<file path="src/rtl/adc_serial_config_port_regs.vh">
`ifndef ADC_SERIAL_CONFIG_PORT_REGS_VH
`define ADC_SERIAL_CONFIG_PORT_REGS_VH

`define WORD_BITS       24
`define ADDR_BITS       16
`define REG_COUNT       25
`define SOFT_RESET_BIT  0
`define REG_RESET_VAL   8'h00

`define DITHER_DISABLE_CTRL_ADR     14'h0001
`define LANE_BIT_ORDER_CTRL_ADR     14'h0003
`define LANE_SWAP_CTRL_ADR          14'h0004
`define LANE_COUNT_SELECT_ADR       14'h0005
`define SOFT_RESET_TEST_ENABLE_ADR  14'h0006
`define OVERRANGE_ON_LSB_CTRL_ADR   14'h0007
`define OUTPUT_FORMAT_CTRL_ADR      14'h0009
`define CHAN_A_TEST_PATTERN_SEL_ADR 14'h000a
`define CHAN_B_TEST_PATTERN_SEL_ADR 14'h000b
`define CUSTOM_PATTERN_HIGH_ADR     14'h000e
`define CUSTOM_PATTERN_LOW_ADR      14'h000f
`define LOW_SPEED_CTRL_ADR          14'h0013
`define POWER_DOWN_CTRL_ADR         14'h0015
`define OUTPUT_SWING_CTRL_ADR       14'h0025
`define CLOCK_DIVIDER_CTRL_ADR      14'h0027
`define HIGH_IF_A_CTRL_ADR          14'h041d
`define CHOP_DISABLE_A_ADR          14'h0422
`define DITHER_DISABLE_A_EXT_ADR    14'h0434
`define SPECIAL_MODE_A_ADR          14'h0439
`define HIGH_IF_B_CTRL_ADR          14'h051d
`define CHOP_DISABLE_B_ADR          14'h0522
`define DITHER_DISABLE_B_EXT_ADR    14'h0534
`define SPECIAL_MODE_B_ADR          14'h0539
`define HIGH_IF_COMMON_CTRL_ADR     14'h0608
`define CLOCK_FILTER_SYNC_CTRL_ADR  14'h070a

`define SOFT_RESET_IDX              5'd4

`endif

</file>
<file path="src/rtl/adc_serial_config_port.v">
`timescale 1ns/1ps
`include "adc_serial_config_port_regs.vh"
module adc_serial_config_port #(
   parameter NREG = `REG_COUNT
) (
   input  wire       i_sys_clk,
   input  wire       i_rstn,
   input  wire       i_sclk,
   input  wire       i_chip_select_n,
   input  wire       i_serial_data_in,
   input  wire       i_hw_reset,
   output wire       o_serial_data_out,
   output wire       o_serial_data_out_en,
   output wire       o_write_locked,
   output wire [7:0] o_dither_disable_ctrl,
   output wire [7:0] o_lane_bit_order_ctrl,
   output wire [7:0] o_lane_swap_ctrl,
   output wire [7:0] o_lane_count_select,
   output wire [7:0] o_soft_reset_test_enable,
   output wire [7:0] o_overrange_on_lsb_ctrl,
   output wire [7:0] o_output_format_ctrl,
   output wire [7:0] o_chan_a_test_pattern_sel,
   output wire [7:0] o_chan_b_test_pattern_sel,
   output wire [7:0] o_custom_pattern_high,
   output wire [7:0] o_custom_pattern_low,
   output wire [7:0] o_low_speed_ctrl,
   output wire [7:0] o_power_down_ctrl,
   output wire [7:0] o_output_swing_ctrl,
   output wire [7:0] o_clock_divider_ctrl,
   output wire [7:0] o_high_if_a_ctrl,
   output wire [7:0] o_chop_disable_a,
   output wire [7:0] o_dither_disable_a_ext,
   output wire [7:0] o_special_mode_a,
   output wire [7:0] o_high_if_b_ctrl,
   output wire [7:0] o_chop_disable_b,
   output wire [7:0] o_dither_disable_b_ext,
   output wire [7:0] o_special_mode_b,
   output wire [7:0] o_high_if_common_ctrl,
   output wire [7:0] o_clock_filter_sync_ctrl
);

   // ------------------------------------------------------------
   // Address decode and field masks
   // ------------------------------------------------------------

   // Returns {hit, slot}; unmapped addresses give hit low
   function [5:0] reg_slot;
      input [13:0] adr;
      begin
         case (adr)
            `DITHER_DISABLE_CTRL_ADR:     reg_slot = {1'b1, 5'd0};
            `LANE_BIT_ORDER_CTRL_ADR:     reg_slot = {1'b1, 5'd1};
            `LANE_SWAP_CTRL_ADR:          reg_slot = {1'b1, 5'd2};
            `LANE_COUNT_SELECT_ADR:       reg_slot = {1'b1, 5'd3};
            `SOFT_RESET_TEST_ENABLE_ADR:  reg_slot = {1'b1, 5'd4};
            `OVERRANGE_ON_LSB_CTRL_ADR:   reg_slot = {1'b1, 5'd5};
            `OUTPUT_FORMAT_CTRL_ADR:      reg_slot = {1'b1, 5'd6};
            `CHAN_A_TEST_PATTERN_SEL_ADR: reg_slot = {1'b1, 5'd7};
            `CHAN_B_TEST_PATTERN_SEL_ADR: reg_slot = {1'b1, 5'd8};
            `CUSTOM_PATTERN_HIGH_ADR:     reg_slot = {1'b1, 5'd9};
            `CUSTOM_PATTERN_LOW_ADR:      reg_slot = {1'b1, 5'd10};
            `LOW_SPEED_CTRL_ADR:          reg_slot = {1'b1, 5'd11};
            `POWER_DOWN_CTRL_ADR:         reg_slot = {1'b1, 5'd12};
            `OUTPUT_SWING_CTRL_ADR:       reg_slot = {1'b1, 5'd13};
            `CLOCK_DIVIDER_CTRL_ADR:      reg_slot = {1'b1, 5'd14};
            `HIGH_IF_A_CTRL_ADR:          reg_slot = {1'b1, 5'd15};
            `CHOP_DISABLE_A_ADR:          reg_slot = {1'b1, 5'd16};
            `DITHER_DISABLE_A_EXT_ADR:    reg_slot = {1'b1, 5'd17};
            `SPECIAL_MODE_A_ADR:          reg_slot = {1'b1, 5'd18};
            `HIGH_IF_B_CTRL_ADR:          reg_slot = {1'b1, 5'd19};
            `CHOP_DISABLE_B_ADR:          reg_slot = {1'b1, 5'd20};
            `DITHER_DISABLE_B_EXT_ADR:    reg_slot = {1'b1, 5'd21};
            `SPECIAL_MODE_B_ADR:          reg_slot = {1'b1, 5'd22};
            `HIGH_IF_COMMON_CTRL_ADR:     reg_slot = {1'b1, 5'd23};
            `CLOCK_FILTER_SYNC_CTRL_ADR:  reg_slot = {1'b1, 5'd24};
            default:                      reg_slot = {1'b0, 5'd0};
         endcase
      end
   endfunction

   // Must-write-zero bits are not stored, so they read back as zero
   function [7:0] field_mask;
      input [4:0] idx;
      begin
         case (idx)
            5'd0:    field_mask = 8'h3c;
            5'd1:    field_mask = 8'h01;
            5'd2:    field_mask = 8'h01;
            5'd3:    field_mask = 8'h01;
            // Reset bit is an action, never stored
            5'd4:    field_mask = 8'h02;
            5'd5:    field_mask = 8'h01;
            5'd6:    field_mask = 8'h03;
            5'd7:    field_mask = 8'h0f;
            5'd8:    field_mask = 8'he0;
            5'd9:    field_mask = 8'hff;
            5'd10:   field_mask = 8'hfc;
            5'd11:   field_mask = 8'h03;
            5'd12:   field_mask = 8'h6d;
            5'd13:   field_mask = 8'hff;
            5'd14:   field_mask = 8'hc0;
            5'd15:   field_mask = 8'h02;
            5'd16:   field_mask = 8'h02;
            5'd17:   field_mask = 8'h28;
            5'd18:   field_mask = 8'h08;
            5'd19:   field_mask = 8'h02;
            5'd20:   field_mask = 8'h02;
            5'd21:   field_mask = 8'h28;
            5'd22:   field_mask = 8'h08;
            5'd23:   field_mask = 8'hc0;
            5'd24:   field_mask = 8'h81;
            default: field_mask = 8'h00;
         endcase
      end
   endfunction

   // ------------------------------------------------------------
   // Pin synchronisers
   // ------------------------------------------------------------
   wire [3:0] pins_s;
   wire       sclk_s;
   wire       csn_s;
   wire       sdi_s;
   wire       hwrst_s;

   // Chip select resets deasserted so no false frame at start
   cfg_sync2 #(
      .WIDTH     (4),
      .RESET_VAL (4'h4)
   ) u_sync (
      .i_sys_clk (i_sys_clk),
      .i_rstn    (i_rstn),
      .i_async   ({i_hw_reset, i_chip_select_n, i_serial_data_in, i_sclk}),
      .o_sync    (pins_s)
   );

   assign sclk_s  = pins_s[0];
   assign sdi_s   = pins_s[1];
   assign csn_s   = pins_s[2];
   assign hwrst_s = pins_s[3];

   // ------------------------------------------------------------
   // Serial clock edges
   // ------------------------------------------------------------
   reg  sclk_d_ff;
   wire sel;
   wire sclk_rise;
   wire sclk_fall;

   always @(posedge i_sys_clk or negedge i_rstn) begin
      if (!i_rstn) begin
         sclk_d_ff <= 1'b0;
      end else begin
         sclk_d_ff <= sclk_s;
      end
   end

   assign sel       = ~csn_s;
   assign sclk_rise = sclk_s & ~sclk_d_ff;
   assign sclk_fall = ~sclk_s & sclk_d_ff;

   // ------------------------------------------------------------
   // Word assembly
   // ------------------------------------------------------------
   reg  [4:0]  bit_cnt_ff;
   reg  [22:0] shift_ff;
   reg         lock_ff;
   reg         rd_word_ff;
   reg  [4:0]  rd_idx_ff;
   reg         rd_hit_ff;
   reg         load_pend_ff;
   reg         wr_en_ff;
   reg  [4:0]  wr_idx_ff;
   reg  [7:0]  wr_data_ff;
   reg         soft_clr_ff;
   reg  [7:0]  rd_shift_ff;
   reg         sdo_ff;
   reg         sdo_en_ff;

   wire [23:0] word;
   wire        last_bit;
   wire        addr_done;
   wire [5:0]  wr_dec;
   wire [5:0]  rd_dec;
   wire [7:0]  rd_data;
   wire        bank_clear;
   wire [NREG*8-1:0] image;

   assign word      = {shift_ff, sdi_s};
   assign last_bit  = (bit_cnt_ff == 5'd23);
   assign addr_done = (bit_cnt_ff == 5'd15);
   assign wr_dec    = reg_slot(word[21:8]);
   assign rd_dec    = reg_slot({shift_ff[12:0], sdi_s});

   always @(posedge i_sys_clk or negedge i_rstn) begin
      if (!i_rstn) begin
         bit_cnt_ff <= 5'd0;
         shift_ff   <= 23'd0;
      end else if (!sel) begin
         bit_cnt_ff <= 5'd0;
         shift_ff   <= 23'd0;
      end else if (sclk_rise) begin
         shift_ff   <= word[22:0];
         bit_cnt_ff <= last_bit ? 5'd0 : bit_cnt_ff + 5'd1;
      end
   end

   // ------------------------------------------------------------
   // Read/write lock and register writes
   // ------------------------------------------------------------
   always @(posedge i_sys_clk or negedge i_rstn) begin
      if (!i_rstn) begin
         lock_ff      <= 1'b0;
         rd_word_ff   <= 1'b0;
         rd_idx_ff    <= 5'd0;
         rd_hit_ff    <= 1'b0;
      end else if (hwrst_s) begin
         lock_ff      <= 1'b0;
         rd_word_ff   <= 1'b0;
      end else if (sel && sclk_rise && addr_done) begin
         lock_ff      <= shift_ff[14];
         rd_word_ff   <= shift_ff[14];
         rd_idx_ff    <= rd_dec[4:0];
         rd_hit_ff    <= rd_dec[5];
      end else if (!sel) begin
         rd_word_ff   <= 1'b0;
      end
   end

   always @(posedge i_sys_clk or negedge i_rstn) begin
      if (!i_rstn) begin
         wr_en_ff    <= 1'b0;
         wr_idx_ff   <= 5'd0;
         wr_data_ff  <= 8'h00;
         soft_clr_ff <= 1'b0;
      end else begin
         wr_en_ff    <= 1'b0;
         soft_clr_ff <= 1'b0;
         if (sel && sclk_rise && last_bit && !lock_ff && wr_dec[5]) begin
            wr_en_ff   <= 1'b1;
            wr_idx_ff  <= wr_dec[4:0];
            wr_data_ff <= word[7:0] & field_mask(wr_dec[4:0]);
            soft_clr_ff <= (wr_dec[4:0] == `SOFT_RESET_IDX) &&
                           word[`SOFT_RESET_BIT];
         end
      end
   end

   assign bank_clear = soft_clr_ff | hwrst_s;

   cfg_reg_bank #(
      .WIDTH (8),
      .DEPTH (NREG),
      .AW    (5)
   ) u_bank (
      .i_sys_clk (i_sys_clk),
      .i_rstn    (i_rstn),
      .i_clear   (bank_clear),
      .i_wr_en   (wr_en_ff),
      .i_wr_idx  (wr_idx_ff),
      .i_wr_data (wr_data_ff),
      .i_rd_idx  (rd_idx_ff),
      .o_rd_data (rd_data),
      .o_image   (image)
   );

   // ------------------------------------------------------------
   // Readback shifter
   // ------------------------------------------------------------
   // Bank read data settles long before the next serial clock fall
   always @(posedge i_sys_clk or negedge i_rstn) begin
      if (!i_rstn) begin
         load_pend_ff <= 1'b0;
         rd_shift_ff  <= 8'h00;
         sdo_ff       <= 1'b0;
         sdo_en_ff    <= 1'b0;
      end else if (!sel || hwrst_s) begin
         load_pend_ff <= 1'b0;
         sdo_en_ff    <= 1'b0;
         sdo_ff       <= 1'b0;
      end else if (sclk_rise) begin
         load_pend_ff <= addr_done & shift_ff[14];
         if (last_bit) begin
            sdo_en_ff <= 1'b0;
         end
      end else if (sclk_fall && load_pend_ff) begin
         load_pend_ff <= 1'b0;
         rd_shift_ff  <= rd_hit_ff ? {rd_data[6:0], 1'b0} : 8'h00;
         sdo_ff       <= rd_hit_ff & rd_data[7];
         sdo_en_ff    <= rd_word_ff;
      end else if (sclk_fall && sdo_en_ff) begin
         sdo_ff       <= rd_shift_ff[7];
         rd_shift_ff  <= {rd_shift_ff[6:0], 1'b0};
      end
   end

   // ------------------------------------------------------------
   // Outputs
   // ------------------------------------------------------------

   assign o_serial_data_out         = sdo_ff;
   assign o_serial_data_out_en      = sdo_en_ff;
   assign o_write_locked            = lock_ff;
   assign o_dither_disable_ctrl     = image[0*8 +: 8];
   assign o_lane_bit_order_ctrl     = image[1*8 +: 8];
   assign o_lane_swap_ctrl          = image[2*8 +: 8];
   assign o_lane_count_select       = image[3*8 +: 8];
   assign o_soft_reset_test_enable  = image[4*8 +: 8];
   assign o_overrange_on_lsb_ctrl   = image[5*8 +: 8];
   assign o_output_format_ctrl      = image[6*8 +: 8];
   assign o_chan_a_test_pattern_sel = image[7*8 +: 8];
   assign o_chan_b_test_pattern_sel = image[8*8 +: 8];
   assign o_custom_pattern_high     = image[9*8 +: 8];
   assign o_custom_pattern_low      = image[10*8 +: 8];
   assign o_low_speed_ctrl          = image[11*8 +: 8];
   assign o_power_down_ctrl         = image[12*8 +: 8];
   assign o_output_swing_ctrl       = image[13*8 +: 8];
   assign o_clock_divider_ctrl      = image[14*8 +: 8];
   assign o_high_if_a_ctrl          = image[15*8 +: 8];
   assign o_chop_disable_a          = image[16*8 +: 8];
   assign o_dither_disable_a_ext    = image[17*8 +: 8];
   assign o_special_mode_a          = image[18*8 +: 8];
   assign o_high_if_b_ctrl          = image[19*8 +: 8];
   assign o_chop_disable_b          = image[20*8 +: 8];
   assign o_dither_disable_b_ext    = image[21*8 +: 8];
   assign o_special_mode_b          = image[22*8 +: 8];
   assign o_high_if_common_ctrl     = image[23*8 +: 8];
   assign o_clock_filter_sync_ctrl  = image[24*8 +: 8];

endmodule // adc_serial_config_port

</file>
<file path="src/rtl/cfg_sync2.v">
`timescale 1ns/1ps
module cfg_sync2 #(
   parameter WIDTH     = 1,
   parameter RESET_VAL = 0
) (
   input  wire             i_sys_clk,
   input  wire             i_rstn,
   input  wire [WIDTH-1:0] i_async,
   output wire [WIDTH-1:0] o_sync
);
   reg [WIDTH-1:0] meta_ff;
   reg [WIDTH-1:0] sync_ff;

   always @(posedge i_sys_clk or negedge i_rstn) begin
      if (!i_rstn) begin
         meta_ff <= RESET_VAL[WIDTH-1:0];
         sync_ff <= RESET_VAL[WIDTH-1:0];
      end else begin
         meta_ff <= i_async;
         sync_ff <= meta_ff;
      end
   end

   assign o_sync = sync_ff;
endmodule // cfg_sync2

</file>
<file path="src/rtl/cfg_reg_bank.v">
`timescale 1ns/1ps
`include "adc_serial_config_port_regs.vh"
module cfg_reg_bank #(
   parameter WIDTH = 8,
   parameter DEPTH = `REG_COUNT,
   parameter AW    = 5
) (
   input  wire                   i_sys_clk,
   input  wire                   i_rstn,
   input  wire                   i_clear,
   input  wire                   i_wr_en,
   input  wire [AW-1:0]          i_wr_idx,
   input  wire [WIDTH-1:0]       i_wr_data,
   input  wire [AW-1:0]          i_rd_idx,
   output wire [WIDTH-1:0]       o_rd_data,
   output wire [DEPTH*WIDTH-1:0] o_image
);
   reg [WIDTH-1:0] mem_ff [0:DEPTH-1];
   reg [WIDTH-1:0] rd_data_ff;
   integer         k;

   always @(posedge i_sys_clk or negedge i_rstn) begin
      if (!i_rstn) begin
         for (k = 0; k < DEPTH; k = k + 1) begin
            mem_ff[k] <= `REG_RESET_VAL;
         end
         rd_data_ff <= `REG_RESET_VAL;
      end else begin
         // Clear wins over a write in the same cycle
         if (i_clear) begin
            for (k = 0; k < DEPTH; k = k + 1) begin
               mem_ff[k] <= `REG_RESET_VAL;
            end
         end else if (i_wr_en) begin
            mem_ff[i_wr_idx] <= i_wr_data;
         end
         rd_data_ff <= mem_ff[i_rd_idx];
      end
   end

   genvar g;
   generate
      for (g = 0; g < DEPTH; g = g + 1) begin : g_img
         assign o_image[g*WIDTH +: WIDTH] = mem_ff[g];
      end
   endgenerate

   assign o_rd_data = rd_data_ff;
endmodule // cfg_reg_bank

</file>
<file path="config.mk">
export PLATFORM = sky130hd
export DESIGN_NAME = adc_serial_config_port
export DESIGN_NICKNAME = d
export VERILOG_FILES = /design/src/rtl/adc_serial_config_port.v /design/src/rtl/cfg_sync2.v /design/src/rtl/cfg_reg_bank.v
export VERILOG_INCLUDE_DIRS = /design/src /design/src/rtl
export SDC_FILE = /design/constraint.sdc
export NUM_CORES = 1
export LEC_CHECK = 0
export BUFFER_PORTS_ARGS = -buffer_cell sky130_fd_sc_hd__buf_2
export CAP_MARGIN = 20
export CORE_MARGIN = 1.5
export CORE_UTILIZATION = 35
export CTS_CLUSTER_DIAMETER = 50
export DETAILED_ROUTE_END_ITERATION = 10
export GPL_TIMING_DRIVEN = 0
export HOLD_SLACK_MARGIN = 0.03
export PLACE_DENSITY_LB_ADDON = 0.25
export RECOVER_POWER = 25
export SETUP_SLACK_MARGIN = 0.2
export SKIP_CTS_REPAIR_TIMING = 1
export SYNTH_ARGS = -nofsm -noshare
export SYNTH_HDL_FRONTEND = slang
export SYNTH_SLANG_ARGS = --single-unit
</file>
<file path="constraint.sdc">
create_clock -name i_sys_clk -period 4.2 [get_ports i_sys_clk]
set_input_delay 0.84 -clock i_sys_clk [delete_from_list [all_inputs] [get_ports i_sys_clk]]
set_output_delay 0.84 -clock i_sys_clk [all_outputs]
set_load 0.03 [all_outputs]
</file>
==> flow_summary.json, run 1 <==
{
  "status": "finished, violations left",
  "failed_checks": "capacitance limit, slew limit",
  "rows": 73,
  "p_leak_nw": 7.76,
  "ys_seq_area_share_pct": 49.0,
  "fin_setup_tns_ns": 0,
  "nFillCells": 3882,
  "drtIter0Drc": 904,
  "period_share_pct": 79.1,
  "rsz0062_at_grt": "false",
  "setup.worst_path.end_class": "flip-flop",
  "drv_slew": 79,
  "grt_start_max_net_pins": 111,
  "synthCells": 1404,
  "clkTransAtPathRegs_ns": 0.06,
  "initial_core_util_pct": 35.5,
  "arrival_ns": 3.73,
  "synth.distinct_cells": 70,
  "layout_setup_ws_ns": 0.879,
  "grt_pass1_wl_um": 75700,
  "via_per_inst": 5.53,
  "synthAdderAreaFrac_pct": 0.710,
  "cts_tree": "built",
  "ys_seq_elements": 276,
  "htreeDepth": 2,
  "dieArea_mm2": 0.0415,
  "avgSynthCellArea_um2": 10.0,
  "instances_no_fill": 2210,
  "cap_violations": 1,
  "track_usage_pct": 24.2,
  "postLayoutCoreUtil_pct": 43.4,
  "vias": 12200,
  "antenna_found_initial": 0,
  "wl_per_cell_um": 22.7,
  "hold_class": "reg -> reg",
  "synth_compound_area_share_pct": 10.6,
  "place_hpwl_um": 36500,
  "multi_input_area_mm2": 0.00663,
  "place_congestion": 0.930,
  "gr-total-overflow": 0,
  "port-buffer-count": 208,
  "setup_viol": 0,
  "pwr-share-clk_pct": 55.5,
  "swShare_pct": 22.5,
  "synth_edf_count": 0,
  "power.switching_w": 0.00142,
  "crit_required_ns": 4.61,
  "grt_pass1_vias": 11900,
  "ir_drop_mv": 0.287,
  "synth_warnings": 0,
  "synth_top_family_by_area": "simple AND/OR/NAND/NOR gates",
  "synth_flop_cell": "dfrtp_1",
  "power.density_mw_per_mm2": 366,
  "yosys.area_share.xor_xnor_pct": 0.249,
  "syn2layout_area_growth_pct": 22.3,
  "dp_cells": 2139,
  "slew_headroom_pct": -40.2,
  "p_int_w": 0.00488,
  "fin_nets": 1669,
  "ctsRootBufferMaster": "clkbuf_16",
  "layout-drive-gt1-share_pct": 23.2,
  "max-clock-path-buffers": 3,
  "cts_num_sinks": 276,
  "die_h_um": 204,
  "synthMuxAreaShare_pct": 16.6,
  "async_reset_ff_share_pct": 100,
  "die_w_um": 204,
  "crit_fanout": 10,
  "cts_made_buffers": 38,
  "comb_power_share_pct": 2.1,
  "finalHoldViolCount": 0,
  "synth_simple_gate_area_share_pct": 18.9,
  "drt-pass1-iter-count": 6,
  "drtAntennaViolNets": 0,
  "ios": 209,
  "crit_type": "reg -> reg",
  "final_common_cell": "dfrtp_1",
  "drcViolationCount": 0,
  "synth.net_count": 1418,
  "fp.coreArea_mm2": 0.0397,
  "fin_crit_ns": 3.32,
  "seqCellArea_mm2": 0.00691,
  "synth.cell_area_mm2": 0.0141,
  "worstSkewPairLatency_ns": 0.56,
  "max_slew.worst_pin.slew_ns": 2.10,
  "fmax_mhz": 301,
  "final_cell_mix": "dfrtp_1 (274), nor2_1 (270), buf_2 (219), a21oi_1 (141), nand2_1 (123)",
  "skew_ns": 0.0314,
  "worstSetupStartpointType": "flip-flop",
  "dpl_worst_slack_ns": 0.575,
  "totalWireLength_um": 50100,
  "seq_power_share_pct": 42.4
}
-- metal layers --
layer	track usage (%)	wire, um
met5	0	0
met4	10.2	1940
met3	4.89	3770
met2	37.4	23100
met1	33.2	21300
-- worst max-delay path, cell delays in order (launching register included) --
cell      delay (ns)
dfrtp_1         0.35
clkbuf_1        0.24
nor4_2          0.57
nand2_1         0.26
a31o_2          0.28
o311ai_2        0.19
inv_1           0.22
ha_1            0.30
inv_1           0.09
mux2i_1         0.06
and3_1          0.18
o311ai_1        0.33
o21ai_1         0.11
-- layout make-up --
| cell class | instances | area share [%] |
|---|---|---|
| Sequential cell | 276 | 40.1 |
| Multi-Input combinational cell | 993 | 38.4 |
| Clock buffer | 52 | 6.47 |
| Timing Repair Buffer | 211 | 6.29 |
| Tap cell | 525 | 3.81 |
| Buffer | 120 | 2.98 |
| Clock inverter | 17 | 1.60 |
| Inverter | 15 | 0.327 |
| Antenna cell | 1 | 0.0145 |
-- flip-flops by register name (all words and copies together), names as in the netlist, 5 cells and up --
register          cells
bit_cnt_ff            5
rd_idx_ff             5
rd_shift_ff           7
wr_data_ff            8
u_bank.o_image      200
u_bank.o_rd_data      8
wr_idx_ff             5
shift_ff             21
-- per-stage QoR --
| stage | hold WS (ns) | instance area, um2 | total power, W |
|---|---|---|---|
| floorplan | 0.331 | 14100 | 0.00276 |
| global placement | 0.335 | 15800 | 0.00285 |
| detailed placement | 0.337 | 15900 | 0.00286 |
| CTS | 0.282 | 17300 | 0.00637 |
| global route | 0.365 | 17200 | 0.00648 |
| finish | 0.343 | 17200 | 0.00630 |
-- logic make-up (layout without fill, tap and decap cells) --
kind of cell / count (synthesis) / in the layout
AO/OA/AOI/OAI: 247 / 247
multiplexers: 162 / 162
other: 0 / 1
AND/OR/NAND/NOR: 572 / 572
XOR/XNOR: 4 / 4
flip-flops: 276 / 276
buffers and inverters: 135 / 415
adder cells (fa/ha/maj): 8 / 8
-- power groups by stage --
| stage | Sequential [W] | Combinational (W) | Clock, W |
|---|---|---|---|
| floorplan | 0.00272 | 0.0000460 | 0 |
| global placement | 0.00272 | 0.000131 | 0 |
| detailed placement | 0.00272 | 0.000139 | 0 |
| CTS | 0.00267 | 0.000139 | 0.00356 |
| global route | 0.00267 | 0.000150 | 0.00366 |
| finish | 0.00267 | 0.000133 | 0.00350 |
-- final timing paths --
kind / cells past startpoint / start / slack, ns / endpoint
worst max-delay path: 12 / shift_ff[15] / 0.88 / wr_data_ff[5]
worst min-delay path: 0 / u_sync.meta_ff[1] / 0.34 / u_sync.o_sync[1]
worst max register to register: 12 / shift_ff[15] / 0.88 / wr_data_ff[5]
worst min register to register: 0 / u_sync.meta_ff[1] / 0.34 / u_sync.o_sync[1]
max in group asynchronous: 2 / i_rstn / 0.94 / shift_ff[17]
min in group asynchronous: 1 / i_rstn / 0.88 / u_bank.o_image[157]
-- cell usage after synthesis, types with 13 or more instances --
cell type  number  area (um2)
a21oi_1       141         706
a22o_1         25         219
and3_1         15        93.8
clkbuf_1       93         349
dfrtp_1       274        6860
inv_1          15        56.3
mux2i_1        95         951
mux4_2         56        1260
nand2_1       123         462
nand3_1        63         315
nor2_1        270        1010
nor2b_1        13        81.3
nor3_1         15        75.1
o21ai_0        33         165
Note: power is estimated with default switching activity, not from simulation.
==> run 2: changes to the inputs <==
==> constraint.sdc (replaced) <==
create_clock -name i_sys_clk -period 3.2 [get_ports i_sys_clk]
set_input_delay 0.64 -clock i_sys_clk [delete_from_list [all_inputs] [get_ports i_sys_clk]]
set_output_delay 0.64 -clock i_sys_clk [all_outputs]
set_load 0.03 [all_outputs]
==> run 2 against run 1 <==
  * The flow still finishes with violations (capacitance limit, slew limit)
  * Core utilization up 0.37 points
  * Global-route usage unchanged
  * Sequential cell count unchanged
  * Sequential share of layout area down 0.34 points
  * Via count down 0.34%
  * Die area unchanged
  * Clock power up 32%
  * Design area up 0.85%
  * Critical path type unchanged
==> flow_summary.json, run 2 (same netlist as run 1, synthesis figures left out) <==
{
  "instances_no_fill": 2215,
  "finalHoldViolCount": 0,
  "initial_core_util_pct": 35.5,
  "crit_fanout": 10,
  "p_int_w": 0.00641,
  "antenna_found_initial": 0,
  "ios": 209,
  "drcViolationCount": 0,
  "fp.coreArea_mm2": 0.0397,
  "rsz0062_at_grt": "false",
  "grt_start_max_net_pins": 111,
  "via_per_inst": 5.50,
  "crit_required_ns": 3.62,
  "drtIter0Drc": 1004,
  "max-clock-path-buffers": 3,
  "dieArea_mm2": 0.0415,
  "worstSetupStartpointType": "flip-flop",
  "crit_type": "reg -> reg",
  "fin_setup_tns_ns": 0,
  "fmax_mhz": 351,
  "grt_pass1_vias": 11900,
  "track_usage_pct": 24.2,
  "seq_power_share_pct": 42.3,
  "timing.rr.end": "wr_data_ff[7]",
  "clkTransAtPathRegs_ns": 0.06,
  "power.switching_w": 0.00188,
  "arrival_ns": 3.27,
  "hold_end": "u_sync.meta_ff[0]",
  "layout_setup_ws_ns": 0.347,
  "totalWireLength_um": 50100,
  "max_slew.worst_pin.slew_ns": 2.11,
  "p_total_w": 0.00829,
  "dp_cells": 2139,
  "cap_violations": 1,
  "cts_tree": "built",
  "ir_drop_mv": 0.376,
  "die_w_um": 204,
  "largest_register_ffs": 200,
  "drtAntennaViolNets": 0,
  "p_leak_nw": 7.85,
  "wl_per_cell_um": 22.6,
  "drt-pass1-iter-count": 6,
  "power.density_mw_per_mm2": 477,
  "whs_ns": 0.200,
  "fin_nets": 1675,
  "ctsRootBufferMaster": "clkbuf_16",
  "final_cell_mix": "dfrtp_1 (274), nor2_1 (269), buf_2 (215), a21oi_1 (140), nand2_1 (123)",
  "seqCellArea_mm2": 0.00691,
  "swShare_pct": 22.7,
  "worstSkewPairLatency_ns": 0.56,
  "die_h_um": 204,
  "skew_ns": 0.0300,
  "port-buffer-count": 208,
  "n_antenna_cell": 0,
  "nFillCells": 3878,
  "htreeDepth": 2,
  "dpl_worst_slack_ns": -0.425,
  "rows": 73,
  "r2r_cells": 11,
  "min_from": "i_sclk",
  "slew_headroom_pct": -40.8,
  "pwr-share-clk_pct": 55.6,
  "r2r-start": "shift_ff[8]",
  "place_hpwl_um": 36500,
  "reg2reg_slack_ns": 0.35,
  "comb_power_share_pct": 2.1,
  "layout-drive-gt1-share_pct": 24.5,
  "multi_input_area_mm2": 0.00671,
  "final_common_cell": "dfrtp_1",
  "vias": 12200,
  "status": "finished, violations left",
  "setup_viol": 0,
  "syn2layout_area_growth_pct": 23.3,
  "period_share_pct": 89.1,
  "cts_num_sinks": 276,
  "hold_depth": 1,
  "failed_checks": "capacitance limit, slew limit",
  "hold_class": "in -> reg",
  "place_congestion": 0.930,
  "grt_pass1_wl_um": 75700,
  "gr-total-overflow": 0,
  "setup.worst_path.end_class": "flip-flop",
  "cts_made_buffers": 38,
  "drv_slew": 79,
  "fin_crit_ns": 2.85
}
run 2: changes by cell type in the layout (fill, tap and decap cells not counted), sizes merged:
cell,change
buf,+4
clkbuf,+2
diode,-1
run 2: how the worst max path moves through the flow:
stage / startpoint / to / slack [ns] / depth (start not counted)
global route: i_rstn / u_sync.o_sync[1] / 0.14 / 2
floorplan: shift_ff[14] / wr_data_ff[5] / 0.32 / 12
CTS: shift_ff[14] / wr_data_ff[5] / -0.43 / 12
global placement: i_rstn / shift_ff[9] / -3.79 / 1
detailed placement: shift_ff[14] / wr_data_ff[5] / -0.42 / 12
finish: shift_ff[8] / wr_data_ff[7] / 0.35 / 11
run 2: routing by layer:
metal  global-route usage, %  up-vias  share of wire, %
li1                        -     5472                 -
met1                    33.2     6141                43
met2                    37.4      468                46
met3                    4.89      102               7.2
met4                    10.2        0               3.9
met5                       0        -                 0
run 2: power by group through the flow:
stage | clock network [W] | logic, W | registers [W]
2_1_floorplan | 0 | 0.0000604 | 0.00357
3_3_place_gp | 0 | 0.000172 | 0.00357
3_5_place_dp | 0 | 0.000182 | 0.00357
4_1_cts | 0.00467 | 0.000183 | 0.00351
5_1_grt | 0.00481 | 0.000197 | 0.00351
6_report | 0.00461 | 0.000174 | 0.00351
run 2: cell type report:
type                            count  area share (%)
Clock inverter                     17            1.58
Multi-Input combinational cell    993            38.6
Inverter                           15           0.324
Buffer                            120            3.04
Tap cell                          525            3.78
Sequential cell                   276            39.7
Clock buffer                       52            6.42
Timing Repair Buffer              217            6.53
run 2: per-stage QoR:
| stage | instance area, um2 | util (%) |
|---|---|---|
| after global placement | 15800 | 39.8 |
| after detailed placement | 15900 | 39.9 |
| final | 17400 | 43.8 |
| after floorplan | 14100 | - |
| after global routing | 17400 | 43.8 |
| after CTS | 17300 | 43.4 |
run 2: worst max-delay path, cell delays in order, from the launching register on:
cell and delay (ns):
dfrtp_1 0.42, buf_4 0.20, and4b_1 0.25, a32oi_1 0.19, and2_1 0.21, a31o_2 0.19, o311ai_4 0.16, ha_1 0.41
nor2b_1 0.19, a211oi_2 0.07, o311ai_2 0.31, o21ai_1 0.11
